### src/rtl/rco_pkg.sv
// constants shared by the oscillation converter design
package rco_pkg;
    // register offsets on the plain register port
    localparam logic [7:0] ADDR_IRQ_STAT = 8'h1E;
    localparam logic [7:0] ADDR_IRQ_MASK = 8'h1F;
    localparam logic [7:0] ADDR_TA_HIGH  = 8'h20;
    localparam logic [7:0] ADDR_TA_LOW   = 8'h21;
    localparam logic [7:0] ADDR_CTRL     = 8'h22;
    localparam logic [7:0] ADDR_TB_HIGH  = 8'h23;
    localparam logic [7:0] ADDR_TB_LOW   = 8'h24;
    localparam logic [7:0] ADDR_MODE     = 8'h25;

    // converter_control fields
    localparam int         CTRL_RUN_BIT  = 4;
    localparam int         CTRL_SEL_LSB  = 5;
    localparam int         CTRL_SEL_MSB  = 7;
    localparam logic [7:0] CTRL_WMASK    = 8'hF8;
    localparam logic [7:0] CTRL_RESET    = 8'h08;

    // converter_mode fields
    localparam int         MODE_OVF_BIT  = 0;
    localparam int         MODE_EN_BIT   = 1;
    localparam logic [7:0] MODE_WMASK    = 8'hF3;
    localparam logic [7:0] MODE_RESET    = 8'h00;

    // interrupt status and mask
    localparam int         IRQ_FLAG_BIT  = 4;
    localparam logic [7:0] IRQ_WMASK     = 8'h10;

    // reference clock select codes
    localparam logic [2:0] SEL_SYS       = 3'h0;
    localparam logic [2:0] SEL_SYS_DIV4  = 3'h1;
    localparam int         REF_DIV       = 4;

    localparam int         TIMER_WIDTH   = 16;
    localparam logic [7:0] READ_ZERO     = 8'h00;
endpackage

### src/rtl/rco_conv.sv
// resistor-capacitor oscillation converter: two timers and registers
//
// Operation
// - two independent 16-bit count-up timers
// - converter works only with mode enable set
// - timer b counts oscillator, a counts reference
// - select 000 system clock, 001 divide four
// - run bit starts both timers together
// - selected overflow stops both, clears run
// - mode bit 0 picks overflow source
// - selected overflow sets interrupt request flag
// - low-byte write only fills buffer
// - high-byte write loads high and buffer
// - high-byte read latches low byte
// - low-byte read returns buffer only
// - timer registers blocked while run set
// - control bits 0-2 zero, bit 3 storage
// - mode bits 2-3 zero, 4-7 storage
//
// Decided for this implementation: the strobed register port.
`timescale 1ns/100ps
module rco_conv #(
    parameter int WIDTH = rco_pkg::TIMER_WIDTH
) (
    input  wire logic       clk,    // system clock, 100 MHz
    input  wire logic       reset,  // synchronous reset, active high
    input  wire logic       rc_osc, // external oscillator, synchronous
    input  wire logic [7:0] addr,   // register offset
    input  wire logic [7:0] wdata,  // write data
    input  wire logic       wr,     // write strobe
    input  wire logic       rd,     // read strobe
    output logic      [7:0] rdata_q, // read data, cycle after rd
    output logic            irq_q   // interrupt level
);
    logic [7:0]       ctrl_q;
    logic [7:0]       mode_q;
    logic             flag_q;
    logic             mask_q;
    logic             rc_q;
    logic             rc_prev_q;
    logic             run;
    logic             active;
    logic             tick_a;
    logic             tick_b;
    logic             wrap_a;
    logic             wrap_b;
    logic             sel_ovf;
    logic             flag_clr;
    logic [2:0]       sel;
    logic [WIDTH-1:0] cnt_a;
    logic [WIDTH-1:0] cnt_b;
    logic [7:0]       buf_a;
    logic [7:0]       buf_b;
    logic             wr_ah;
    logic             wr_al;
    logic             wr_bh;
    logic             wr_bl;
    logic             rd_ah;
    logic             rd_bh;
    logic [7:0]       rdata_d;

    function automatic logic hit(input logic [7:0] a,
                                 input logic [7:0] off);
        hit = (a == off);
    endfunction

    assign run    = ctrl_q[rco_pkg::CTRL_RUN_BIT];
    assign sel    = ctrl_q[rco_pkg::CTRL_SEL_MSB:rco_pkg::CTRL_SEL_LSB];
    assign active = run && mode_q[rco_pkg::MODE_EN_BIT];

    // timer byte accesses are ignored while running
    assign wr_ah = wr && !run && hit(addr, rco_pkg::ADDR_TA_HIGH);
    assign wr_al = wr && !run && hit(addr, rco_pkg::ADDR_TA_LOW);
    assign wr_bh = wr && !run && hit(addr, rco_pkg::ADDR_TB_HIGH);
    assign wr_bl = wr && !run && hit(addr, rco_pkg::ADDR_TB_LOW);
    assign rd_ah = rd && !run && hit(addr, rco_pkg::ADDR_TA_HIGH);
    assign rd_bh = rd && !run && hit(addr, rco_pkg::ADDR_TB_HIGH);

    // oscillator sample and rising-edge detect
    always_ff @(posedge clk) begin
        if (reset) begin
            rc_q      <= 1'b0;
            rc_prev_q <= 1'b0;
        end else begin
            rc_q      <= rc_osc;
            rc_prev_q <= rc_q;
        end
    end

    assign tick_b = active && rc_q && !rc_prev_q;

    rco_ref_tick #(
        .DIV(rco_pkg::REF_DIV)
    ) u_ref (
        .clk    (clk),
        .reset  (reset),
        .active (active),
        .sel    (sel),
        .tick   (tick_a)
    );

    rco_timer #(
        .WIDTH(WIDTH)
    ) u_timer_a (
        .clk      (clk),
        .reset    (reset),
        .count_en (tick_a),
        .wr_high  (wr_ah),
        .wr_low   (wr_al),
        .rd_high  (rd_ah),
        .wdata    (wdata),
        .cnt_q    (cnt_a),
        .buf_q    (buf_a),
        .wrap     (wrap_a)
    );

    rco_timer #(
        .WIDTH(WIDTH)
    ) u_timer_b (
        .clk      (clk),
        .reset    (reset),
        .count_en (tick_b),
        .wr_high  (wr_bh),
        .wr_low   (wr_bl),
        .rd_high  (rd_bh),
        .wdata    (wdata),
        .cnt_q    (cnt_b),
        .buf_q    (buf_b),
        .wrap     (wrap_b)
    );

    // only the chosen timer ends the measurement
    assign sel_ovf = mode_q[rco_pkg::MODE_OVF_BIT] ? wrap_b : wrap_a;

    // control register; overflow clear beats a software write
    always_ff @(posedge clk) begin
        if (reset) begin
            ctrl_q <= rco_pkg::CTRL_RESET;
        end else begin
            if (wr && hit(addr, rco_pkg::ADDR_CTRL)) begin
                ctrl_q <= wdata & rco_pkg::CTRL_WMASK;
            end
            if (sel_ovf) begin
                ctrl_q[rco_pkg::CTRL_RUN_BIT] <= 1'b0;
            end
        end
    end

    always_ff @(posedge clk) begin
        if (reset) begin
            mode_q <= rco_pkg::MODE_RESET;
        end else if (wr && hit(addr, rco_pkg::ADDR_MODE)) begin
            mode_q <= wdata & rco_pkg::MODE_WMASK;
        end
    end

    // sticky request flag, write one to clear, set wins
    assign flag_clr = wr && hit(addr, rco_pkg::ADDR_IRQ_STAT)
                      && wdata[rco_pkg::IRQ_FLAG_BIT];

    always_ff @(posedge clk) begin
        if (reset) begin
            flag_q <= 1'b0;
        end else if (sel_ovf) begin
            flag_q <= 1'b1;
        end else if (flag_clr) begin
            flag_q <= 1'b0;
        end
    end

    always_ff @(posedge clk) begin
        if (reset) begin
            mask_q <= 1'b0;
        end else if (wr && hit(addr, rco_pkg::ADDR_IRQ_MASK)) begin
            mask_q <= wdata[rco_pkg::IRQ_FLAG_BIT];
        end
    end

    always_ff @(posedge clk) begin
        if (reset) begin
            irq_q <= 1'b0;
        end else begin
            irq_q <= flag_q && mask_q;
        end
    end

    // read mux; timer bytes read as zero while running
    always_comb begin
        rdata_d = rco_pkg::READ_ZERO;
        case (addr)
            rco_pkg::ADDR_CTRL:     rdata_d = ctrl_q;
            rco_pkg::ADDR_MODE:     rdata_d = mode_q;
            rco_pkg::ADDR_IRQ_STAT: begin
                rdata_d[rco_pkg::IRQ_FLAG_BIT] = flag_q;
            end
            rco_pkg::ADDR_IRQ_MASK: begin
                rdata_d[rco_pkg::IRQ_FLAG_BIT] = mask_q;
            end
            rco_pkg::ADDR_TA_HIGH: begin
                if (!run) rdata_d = cnt_a[WIDTH-1:WIDTH-8];
            end
            rco_pkg::ADDR_TA_LOW: begin
                if (!run) rdata_d = buf_a;
            end
            rco_pkg::ADDR_TB_HIGH: begin
                if (!run) rdata_d = cnt_b[WIDTH-1:WIDTH-8];
            end
            rco_pkg::ADDR_TB_LOW: begin
                if (!run) rdata_d = buf_b;
            end
            default: rdata_d = rco_pkg::READ_ZERO;
        endcase
    end

    always_ff @(posedge clk) begin
        if (reset) begin
            rdata_q <= rco_pkg::READ_ZERO;
        end else if (rd) begin
            rdata_q <= rdata_d;
        end else begin
            rdata_q <= rco_pkg::READ_ZERO;
        end
    end
endmodule

### src/rtl/rco_ref_tick.sv
// reference tick for timer a: system clock or system clock over four
`timescale 1ns/100ps
module rco_ref_tick #(
    parameter int DIV = rco_pkg::REF_DIV
) (
    input  wire logic       clk,    // system clock
    input  wire logic       reset,  // synchronous reset, active high
    input  wire logic       active, // converter counting
    input  wire logic [2:0] sel,    // reference select code
    output logic            tick    // one-cycle count enable
);
    localparam int PW = (DIV > 1) ? $clog2(DIV) : 1;
    localparam logic [PW-1:0] LAST = PW'(DIV - 1);

    logic [PW-1:0] div_q;

    always_ff @(posedge clk) begin
        if (reset || !active) begin
            div_q <= '0;
        end else begin
            div_q <= (div_q == LAST) ? '0 : div_q + PW'(1);
        end
    end

    always_comb begin
        case (sel)
            rco_pkg::SEL_SYS:      tick = active;
            rco_pkg::SEL_SYS_DIV4: tick = active && (div_q == LAST);
            default:               tick = 1'b0;
        endcase
    end
endmodule

### src/rtl/rco_timer.sv
// 16-bit count-up timer with low-byte buffer
`timescale 1ns/100ps
module rco_timer #(
    parameter int WIDTH = rco_pkg::TIMER_WIDTH
) (
    input  wire logic             clk,      // system clock
    input  wire logic             reset,    // synchronous reset
    input  wire logic             count_en, // increment this cycle
    input  wire logic             wr_high,  // high-byte write
    input  wire logic             wr_low,   // low-byte write
    input  wire logic             rd_high,  // high-byte read
    input  wire logic [7:0]       wdata,    // write data
    output logic      [WIDTH-1:0] cnt_q,    // count value
    output logic      [7:0]       buf_q,    // low-byte buffer
    output logic                  wrap      // overflow this cycle
);
    assign wrap = count_en && (&cnt_q);

    always_ff @(posedge clk) begin
        if (reset) begin
            cnt_q <= '0;
        end else if (wr_high) begin
            cnt_q <= WIDTH'({wdata, buf_q});
        end else if (count_en) begin
            cnt_q <= cnt_q + WIDTH'(1);
        end
    end

    always_ff @(posedge clk) begin
        if (reset) begin
            buf_q <= '0;
        end else if (wr_low) begin
            buf_q <= wdata;
        end else if (rd_high) begin
            buf_q <= cnt_q[7:0];
        end
    end
endmodule

### config.mk
export PLATFORM = sky130hd
export DESIGN_NAME = rco_conv
export DESIGN_NICKNAME = d
export VERILOG_FILES = /design/src/rtl/rco_pkg.sv /design/src/rtl/rco_conv.sv /design/src/rtl/rco_ref_tick.sv /design/src/rtl/rco_timer.sv
export SDC_FILE = /design/constraint.sdc
export NUM_CORES = 1
export LEC_CHECK = 0
export BUFFER_PORTS_ARGS = -buffer_cell sky130_fd_sc_hd__buf_4
export CAP_MARGIN = 40
export CORE_MARGIN = 3
export CORE_UTILIZATION = 60
export CTS_CLUSTER_DIAMETER = 30
export CTS_CLUSTER_SIZE = 14
export DETAILED_ROUTE_END_ITERATION = 10
export HOLD_SLACK_MARGIN = 0.08
export PLACE_DENSITY = 0.8
export RECOVER_POWER = 100
export SYNTH_ARGS = -nofsm -noshare
export SYNTH_HDL_FRONTEND = slang
export SYNTH_SLANG_ARGS = --single-unit
### constraint.sdc
create_clock -name clk -period 3 [get_ports clk]
set_clock_uncertainty 0.05 [all_clocks]
set_input_delay 0.3 -clock clk [delete_from_list [all_inputs] [get_ports clk]]
set_output_delay 0.3 -clock clk [all_outputs]
set_load 0.01 [all_outputs]
==> results of run 1 <==
-- report_power, final --
group	leakage [uW]	internal [uW]	switching, uW	total, uW
registers	0.000596	983	1.90	985
logic	0.000794	34.7	70.9	106
clock network	0.000123	552	408	960
total	0.00151	1570	481	2050
-- flip-flops by register name, summed over array words and instances, names as in the netlist --
signal	flops
ctrl_q	5
flag_q	1
irq_q	1
mask_q	1
mode_q	6
rc_prev_q	1
rc_q	1
rdata_q	8
u_ref.div_q	2
u_timer_a.buf_q	8
u_timer_a.cnt_q	16
u_timer_b.buf_q	8
u_timer_b.cnt_q	16
-- final cells by class --
class                      instances  area [sq um]
clock buffer                       9         123.9
clock inverter                     7         117.6
fill                             497          1767
inverter                           6         22.52
multi-input combinational        368          2247
sequential                        74          1481
tap                               75         93.84
timing repair buffer              38         242.7
-- cell families after synthesis --
kind of cell,Yosys count,share of synthesized area
AOI/OAI and AO/OA,120,0.2015
muxes,27,0.06975
xor gates and xnor gates,5,0.01125
DFF,74,0.3806
buffers and inverters,35,0.03536
and+or+nand+nor,213,0.2919
adders and majority gates,3,0.009644
-- cell usage in the layout (no fill, tap or decap), drive strengths merged, types with 8 or more instances in the layout --
cell type,count
a31oi,14
nor3,9
dfxtp,74
buf,25
or3,8
nand4,12
a211oi,10
nand2,55
clkbuf,22
nand3,26
o21ai,13
mux2i,26
nor4,15
a21oi,40
a22oi,17
nor2,45
-- routing by layer --
metal	up-vias	global-route usage
li1	1820	-
met1	1829	0.4434
met2	245	0.5035
met3	28	0.05418
met4	0	0.1133
met5	-	0
-- cells in the mapped netlist (3+ instances only) --
library cell / instances
xor2_1: 4
a21oi_1: 40
inv_1: 6
and3_1: 6
nand2b_1: 6
a22oi_1: 17
nor4_2: 4
nand4_1: 12
nand2_1: 55
a211oi_1: 8
nor2_1: 45
buf_1: 3
nor2b_1: 7
a2bb2oi_1: 7
clkbuf_1: 21
or2_2: 5
or3_1: 8
ha_1: 3
nor3_1: 9
nor3b_1: 4
o22ai_1: 4
nor4_1: 9
mux2i_1: 26
dfxtp_1: 74
nand3_1: 26
o211ai_1: 3
o21ai_0: 11
buf_2: 5
nand3b_1: 5
a31oi_1: 14
-- final timing paths --
check             depth (start not counted)            from            endpoint  slack [ns]
hold reg to reg                           1  u_ref.div_q[0]      u_ref.div_q[0]        0.39
hold / removal                            2          rc_osc                rc_q        0.09
setup reg to reg                          5       ctrl_q[4]  u_timer_a.buf_q[4]        0.32
setup / recovery                          5       ctrl_q[4]  u_timer_a.buf_q[4]        0.32
-- worst max-delay path, stage by stage (launching register included) --
cell and delay, ns:
dfxtp_1 0.40, or4b_1 0.70, nand2b_4 0.27, nor4_2 0.73
mux2i_1 0.27, a211oi_1 0.08
-- through the flow --
step	worst slack (ns)	hold slack, ns
floorplan	0.7910	0.3544
global placement	0.5575	0.3709
detailed placement	0.4360	0.3730
CTS	0.4263	0.09237
global route	0.1710	0.1037
finish	0.3240	0.09094
==> run summary, run 1 <==
The flow ran to the end, and the final reports show no timing, DRC or antenna violations. For this run, the leading register cell type out of synthesis is dfxtp_1. The number of warnings issued by yosys is 0.

The share of synthesized flip-flops with an asynchronous set or reset is 0. Summed over all cells, the static leakage comes to 0.001513 uW. The final cycle utilization of the critical path came out at 0.8920. The total instance count after detailed placement came out at 561. The net count after synthesis came out at 501. The post-synthesis instance total came out at 477. The buffer count from post-CTS setup fixing came out at 0. After detailed routing, the average wire length per cell comes to 19.96 um. At the end of the flow the core is filled with cells to 0.7102.

The total power divided by cell area came out at 473.8 nW/um^2. Global routing finished with a remaining overflow of 0. The floorplan step set the die height to 86.55 um. The number of flops mapped to enable cells by yosys came out at 0. The average cell area after synthesis is 8.160 sq um. The number of remaining DRC errors came out at 0. The number of antenna violations at the first check in global routing came to 0. The register bit count reported by yosys is 74.

The core footprint is 6096 sq um. The fraction of the yosys area taken by sequential cells came out at 0.3806. The total of cells resized after clock tree synthesis came out at 0. The number of buffers between clock root and the deepest sink is 2. TritonCTS built the clock tree. The max-slew violation count is 0. The clock insertion delay at the later pin of the skew report came out at 0.36 ns.

The largest voltage drop on the vdd net is 0.0004110 V. For this block, the routed nets add up to 11520 um of wire. The relative slew slack came out at 0.04879.

The H-tree level count is 3. The share of synthesized area in the top cell type comes to 0.3806. The arrival time of data at the critical path endpoint is 2.81 ns. The slew at the pin with the worst max-slew slack came out at 1.427 ns. The detail route stage leaves a number of antenna-violating nets equal to 0. Measured along the x axis, the die boundary spans 86.55 um. Yosys attributes the largest share of cell area to dfxtp_1 38%, mux2i_1 6.7%, nand2_1 5.3%.

The global-route total usage across every layer came out at 0.3199. The final-report hold violation count was 0. The number of global-route vias before repair came to 3618. The upper clock frequency limit is 0.3737 GHz. The detailed router used layers up to and including met4.

Detailed placement ended at an HPWL of 7887 um. The total clock sinks came out at 74. The detailed router put a total of 4784 um of wire on met1. The max-capacitance violation count came out at 0. The number of buffers created by CTS came out at 9. The cell sitting at the root of the clock tree is a clkbuf_8. The antenna cell count is 0. The wire length of the first global-routing pass is 18550 um. The detailed router's first-iteration violation count is 559. The total number of vias came out at 3922. The biggest fanout along the worst timing path came out at 14.

The final critical-path required period came out at 2.676 ns. The initial utilization of the core area, before any placement, comes to 0.6385. The critical path endpoint category is a flip-flop. The setup violation total in the final timing report is 0. The dominant cell type by area after synthesis is dfxtp_1. The type of element launching the critical path is a flip-flop. The total non-filler cell area in the finished layout is 4329 sq um.

The clock transition time at the flip-flop clock pins of the worst setup and hold paths came out at 0.08 ns. The number of nets in the finished design is 521. The finished layout holds 577 standard cells, fillers aside. The distinct cell type count after synthesis came out at 55. The met3 wirelength from detailed routing is 1137 um. The worst setup path is of the flip-flop to flip-flop kind. The setup TNS came out at 0 ns. Setup repair after global routing left no endpoint under its margin. The amount of wire on met2 after detailed routing is 5316 um.

Routability-driven placement finished with a final weighted congestion of 0.8657. The cell row count is 28. The number of vias per cell after detailed routing came out at 6.797. Once placement finished, the instance area stood at 4156 sq um. The critical path data required time is 3.13 ns.

In the final layout, the share of cells above drive strength 1 is 0.1116. The synthesized cell area came out at 3892 sq um. The number of iterations in the first detailed-routing pass is 5. The design draws 2051 uW. The number of port buffers is 29. From synthesis to final layout, the design area changed by 11.22%.

For this design the top-level I/O count stands at 30. The hold buffer count at CTS came out at 0. The overall die area is 7490 sq um. The maximum number of pins on one net before global-route repair came out at 71. The worst min-delay path category is input pin to flip-flop.
Power figures use the tool's default switching activity.
==> run 2: changes to the inputs <==
--- a/config.mk
+++ b/config.mk
@@ -15,6 +15,7 @@
 export HOLD_SLACK_MARGIN = 0.08
 export PLACE_DENSITY = 0.8
 export RECOVER_POWER = 100
+export REMOVE_ABC_BUFFERS = 1
 export SYNTH_ARGS = -nofsm -noshare
 export SYNTH_HDL_FRONTEND = slang
 export SYNTH_SLANG_ARGS = --single-unit
==> run summary, run 2 (same netlist as run 1, synthesis figures left out) <==
The run finished with clean final reports. The cell row count came out at 28. The antenna violation net count after detailed routing came out at 0. Of the total power, registers draw 0.497. The largest voltage drop on the vdd net is 0.0003252 V.

The buffer count from post-CTS setup fixing came out at 0. Leaving out fill and tap cells, the most frequent cell in the layout is dfxtp_1. The final critical-path required period came out at 2.672 ns. The wire length per cell after detailed routing came out at 19.91 um.

After clock tree synthesis, the clock-pin slew on the worst setup and hold paths is 0.09 ns. The number of global-route vias before repair came out at 3658. Setup repair after global routing left no endpoint under its margin. Internal power comes to 1492 uW. The number of port buffers is 29.

The die extent in y came out at 86.55 um. The final cycle utilization of the critical path came out at 0.8906. The number of buffers created by CTS came out at 9.

The total grt overflow is 0. In the final layout, the multi-input gates occupy 2252 sq um. The biggest fanout along the worst timing path is 14. The max-slew violation count was 0. TritonCTS built the clock tree. The worst hold path depth is 2. The worst hold path belongs to the class input pin to flip-flop. At the end of the flow, the number of nets in the layout was 520. The detailed router finished its first iteration with 462 violations. The number of vias per cell after detailed routing is 6.783. The worst setup path is captured at a flip-flop. Measured against its own limit, the worst slew margin works out to 0.04782. The relative contribution of the clock network to total power came out at 0.450. In the layout the commonest cells are 74 x dfxtp_1, 55 x nand2_1, 45 x nor2_1. For flop-to-flop paths, the worst setup slack is 0.33 ns. The number of remaining DRC errors came out at 0. The number of cells on the worst reg-to-reg path is 5. The total clock sinks came out at 74.

The upper clock frequency limit is 0.3743 GHz. The worst setup path is launched from a flip-flop. The overall die area came out at 7490 sq um. By startpoint and endpoint, the worst setup path is classified as flip-flop to flip-flop. For the worst setup path, the data arrival time is 2.80 ns.

The hold path startpoint is rc_osc. The slew at the pin with the worst max-slew slack came out at 1.428 ns. The fraction of power consumed by combinational cells is 0.053.

The final wirelength is 11470 um. The core footprint is 6096 sq um. In the global route stage, met3 resource usage came out at 0.04848. The largest registers in the layout are u_timer_a.cnt_q: 16 flops, u_timer_b.cnt_q: 16 flops. The critical path data required time is 3.13 ns. The global-route total usage across every layer came out at 0.3199.

The total of cells resized after clock tree synthesis came out at 0. The global routing met1 resource utilization is 0.4365. The number of antenna violations at the first check in global routing came to 0.

The switching part of the total is 0.2467. The setup violation total in the final timing report came out at 0. The worst register-to-register path begins at ctrl_q[4]. The total net switching power came out at 488.7 uW. After clock tree synthesis, the flow added hold-fix buffers numbering 0. For this design the top-level I/O count stands at 30.

The relative area change from synthesis to final layout came out at 10.70%. No sink is reached through more buffers than the 2 on the longest clock path. In the global route stage, met2 resource usage came out at 0.4854. The total half-perimeter wirelength after legalization and detailed placement is 7909 um.

Counting the fill cells in the layout gives 480. The max-capacitance violation count came out at 0. Entering global routing, the biggest net connects 71 pins. For this run, the detailed router's first-pass iteration total came to 6. The tightest hold path in the finished design has a slack of 0.1025 ns. The sequential standard cell area is 1481 sq um. After global routing, the most crowded layer is met2. The repair_antennas step left the layout with diodes totalling 0.

The die is 86.55 um wide. The H-tree generated during clock tree synthesis spans 3 levels. Setup total negative slack on the finished layout was measured at 0 ns. At the later pin of the worst-skew pair, clock insertion delay measures 0.36 ns.

The final RePlAce weighted congestion came out at 0.8961. The initial utilization of the core area, before any placement, comes to 0.6385. In this run the clock root is driven by a clkbuf_8.

The final-report hold violation count was 0. In this run the critical register-to-register path is captured at u_timer_a.buf_q[1]. The total power divided by cell area is 459.7 nW/um^2.

The wire length of the first global-routing pass came out at 18510 um. The worst hold path terminates at rc_q. The total number of vias is 3907. The share of final-layout standard cells stronger than drive strength 1 is 0.1098. The cell leakage power is 0.001490 uW.
==> run 2: cell count changes in the layout (fill, tap and decap cells not counted), sizes merged <==
cell | previous run | this run
clkbuf | 22 | 21
inv | 6 | 8
clkinvlp | 0 | 2
clkinv | 4 | 1
bufinv | 3 | 2
==> run 2: per-layer routing <==
metal,wire [um],up-vias
li1,-,1808
met4,447,0
met2,5150,244
met1,4615,1816
met3,1253,39
met5,0,-
==> run 2: area by class of cell <==
class	count	area share
clock inverter	7	0.02352
multi-input combinational	368	0.5226
tap	75	0.02178
clock buffer	9	0.02875
inverter	6	0.005226
sequential	74	0.3438
timing repair buffer	37	0.05430
==> run 2: worst max-delay path by stage <==
stage | start | end | slack, ns | cells past startpoint
6_report | ctrl_q[4] | u_timer_a.buf_q[1] | 0.33 | 5
4_1_cts | ctrl_q[4] | u_timer_a.buf_q[0] | 0.50 | 5
3_3_place_gp | addr[4] | u_timer_a.buf_q[7] | 0.56 | 6
2_1_floorplan | ctrl_q[4] | u_timer_a.cnt_q[6] | 0.53 | 5
3_5_place_dp | addr[4] | u_timer_a.buf_q[0] | 0.51 | 6
5_1_grt | ctrl_q[4] | u_timer_a.buf_q[1] | 0.19 | 5
==> run 2: through the flow <==
step           setup slack [ns]  area (sq um)  utilization  instances  total power (uW)
4_1_cts                  0.4987          4374       0.7176        576              1983
6_report                 0.3281          4309       0.7069        576              1981
5_1_grt                  0.1859          4309       0.7069        576              2030
2_1_floorplan            0.5261          3777            -        448              1041
3_3_place_gp             0.5592          4149       0.6806        560              1112
3_5_place_dp             0.5076          4149       0.6806        560              1113
==> run 2: critical path, stage by stage, from the launching register on <==
cell      delay [ns]
dfxtp_1         0.40
or4b_1          0.69
nand2b_4        0.27
nor4_2          0.73
mux2i_1         0.26
a211oi_1        0.08
==> run 2: power groups by stage <==
stage	Combinational (uW)	Clock, uW	Sequential [uW]
after floorplan	33.7	0	1010
after global placement	103	0	1010
after detailed placement	105	0	1010
after CTS	105	893	985
after global routing	111	934	986
final	105	891	985
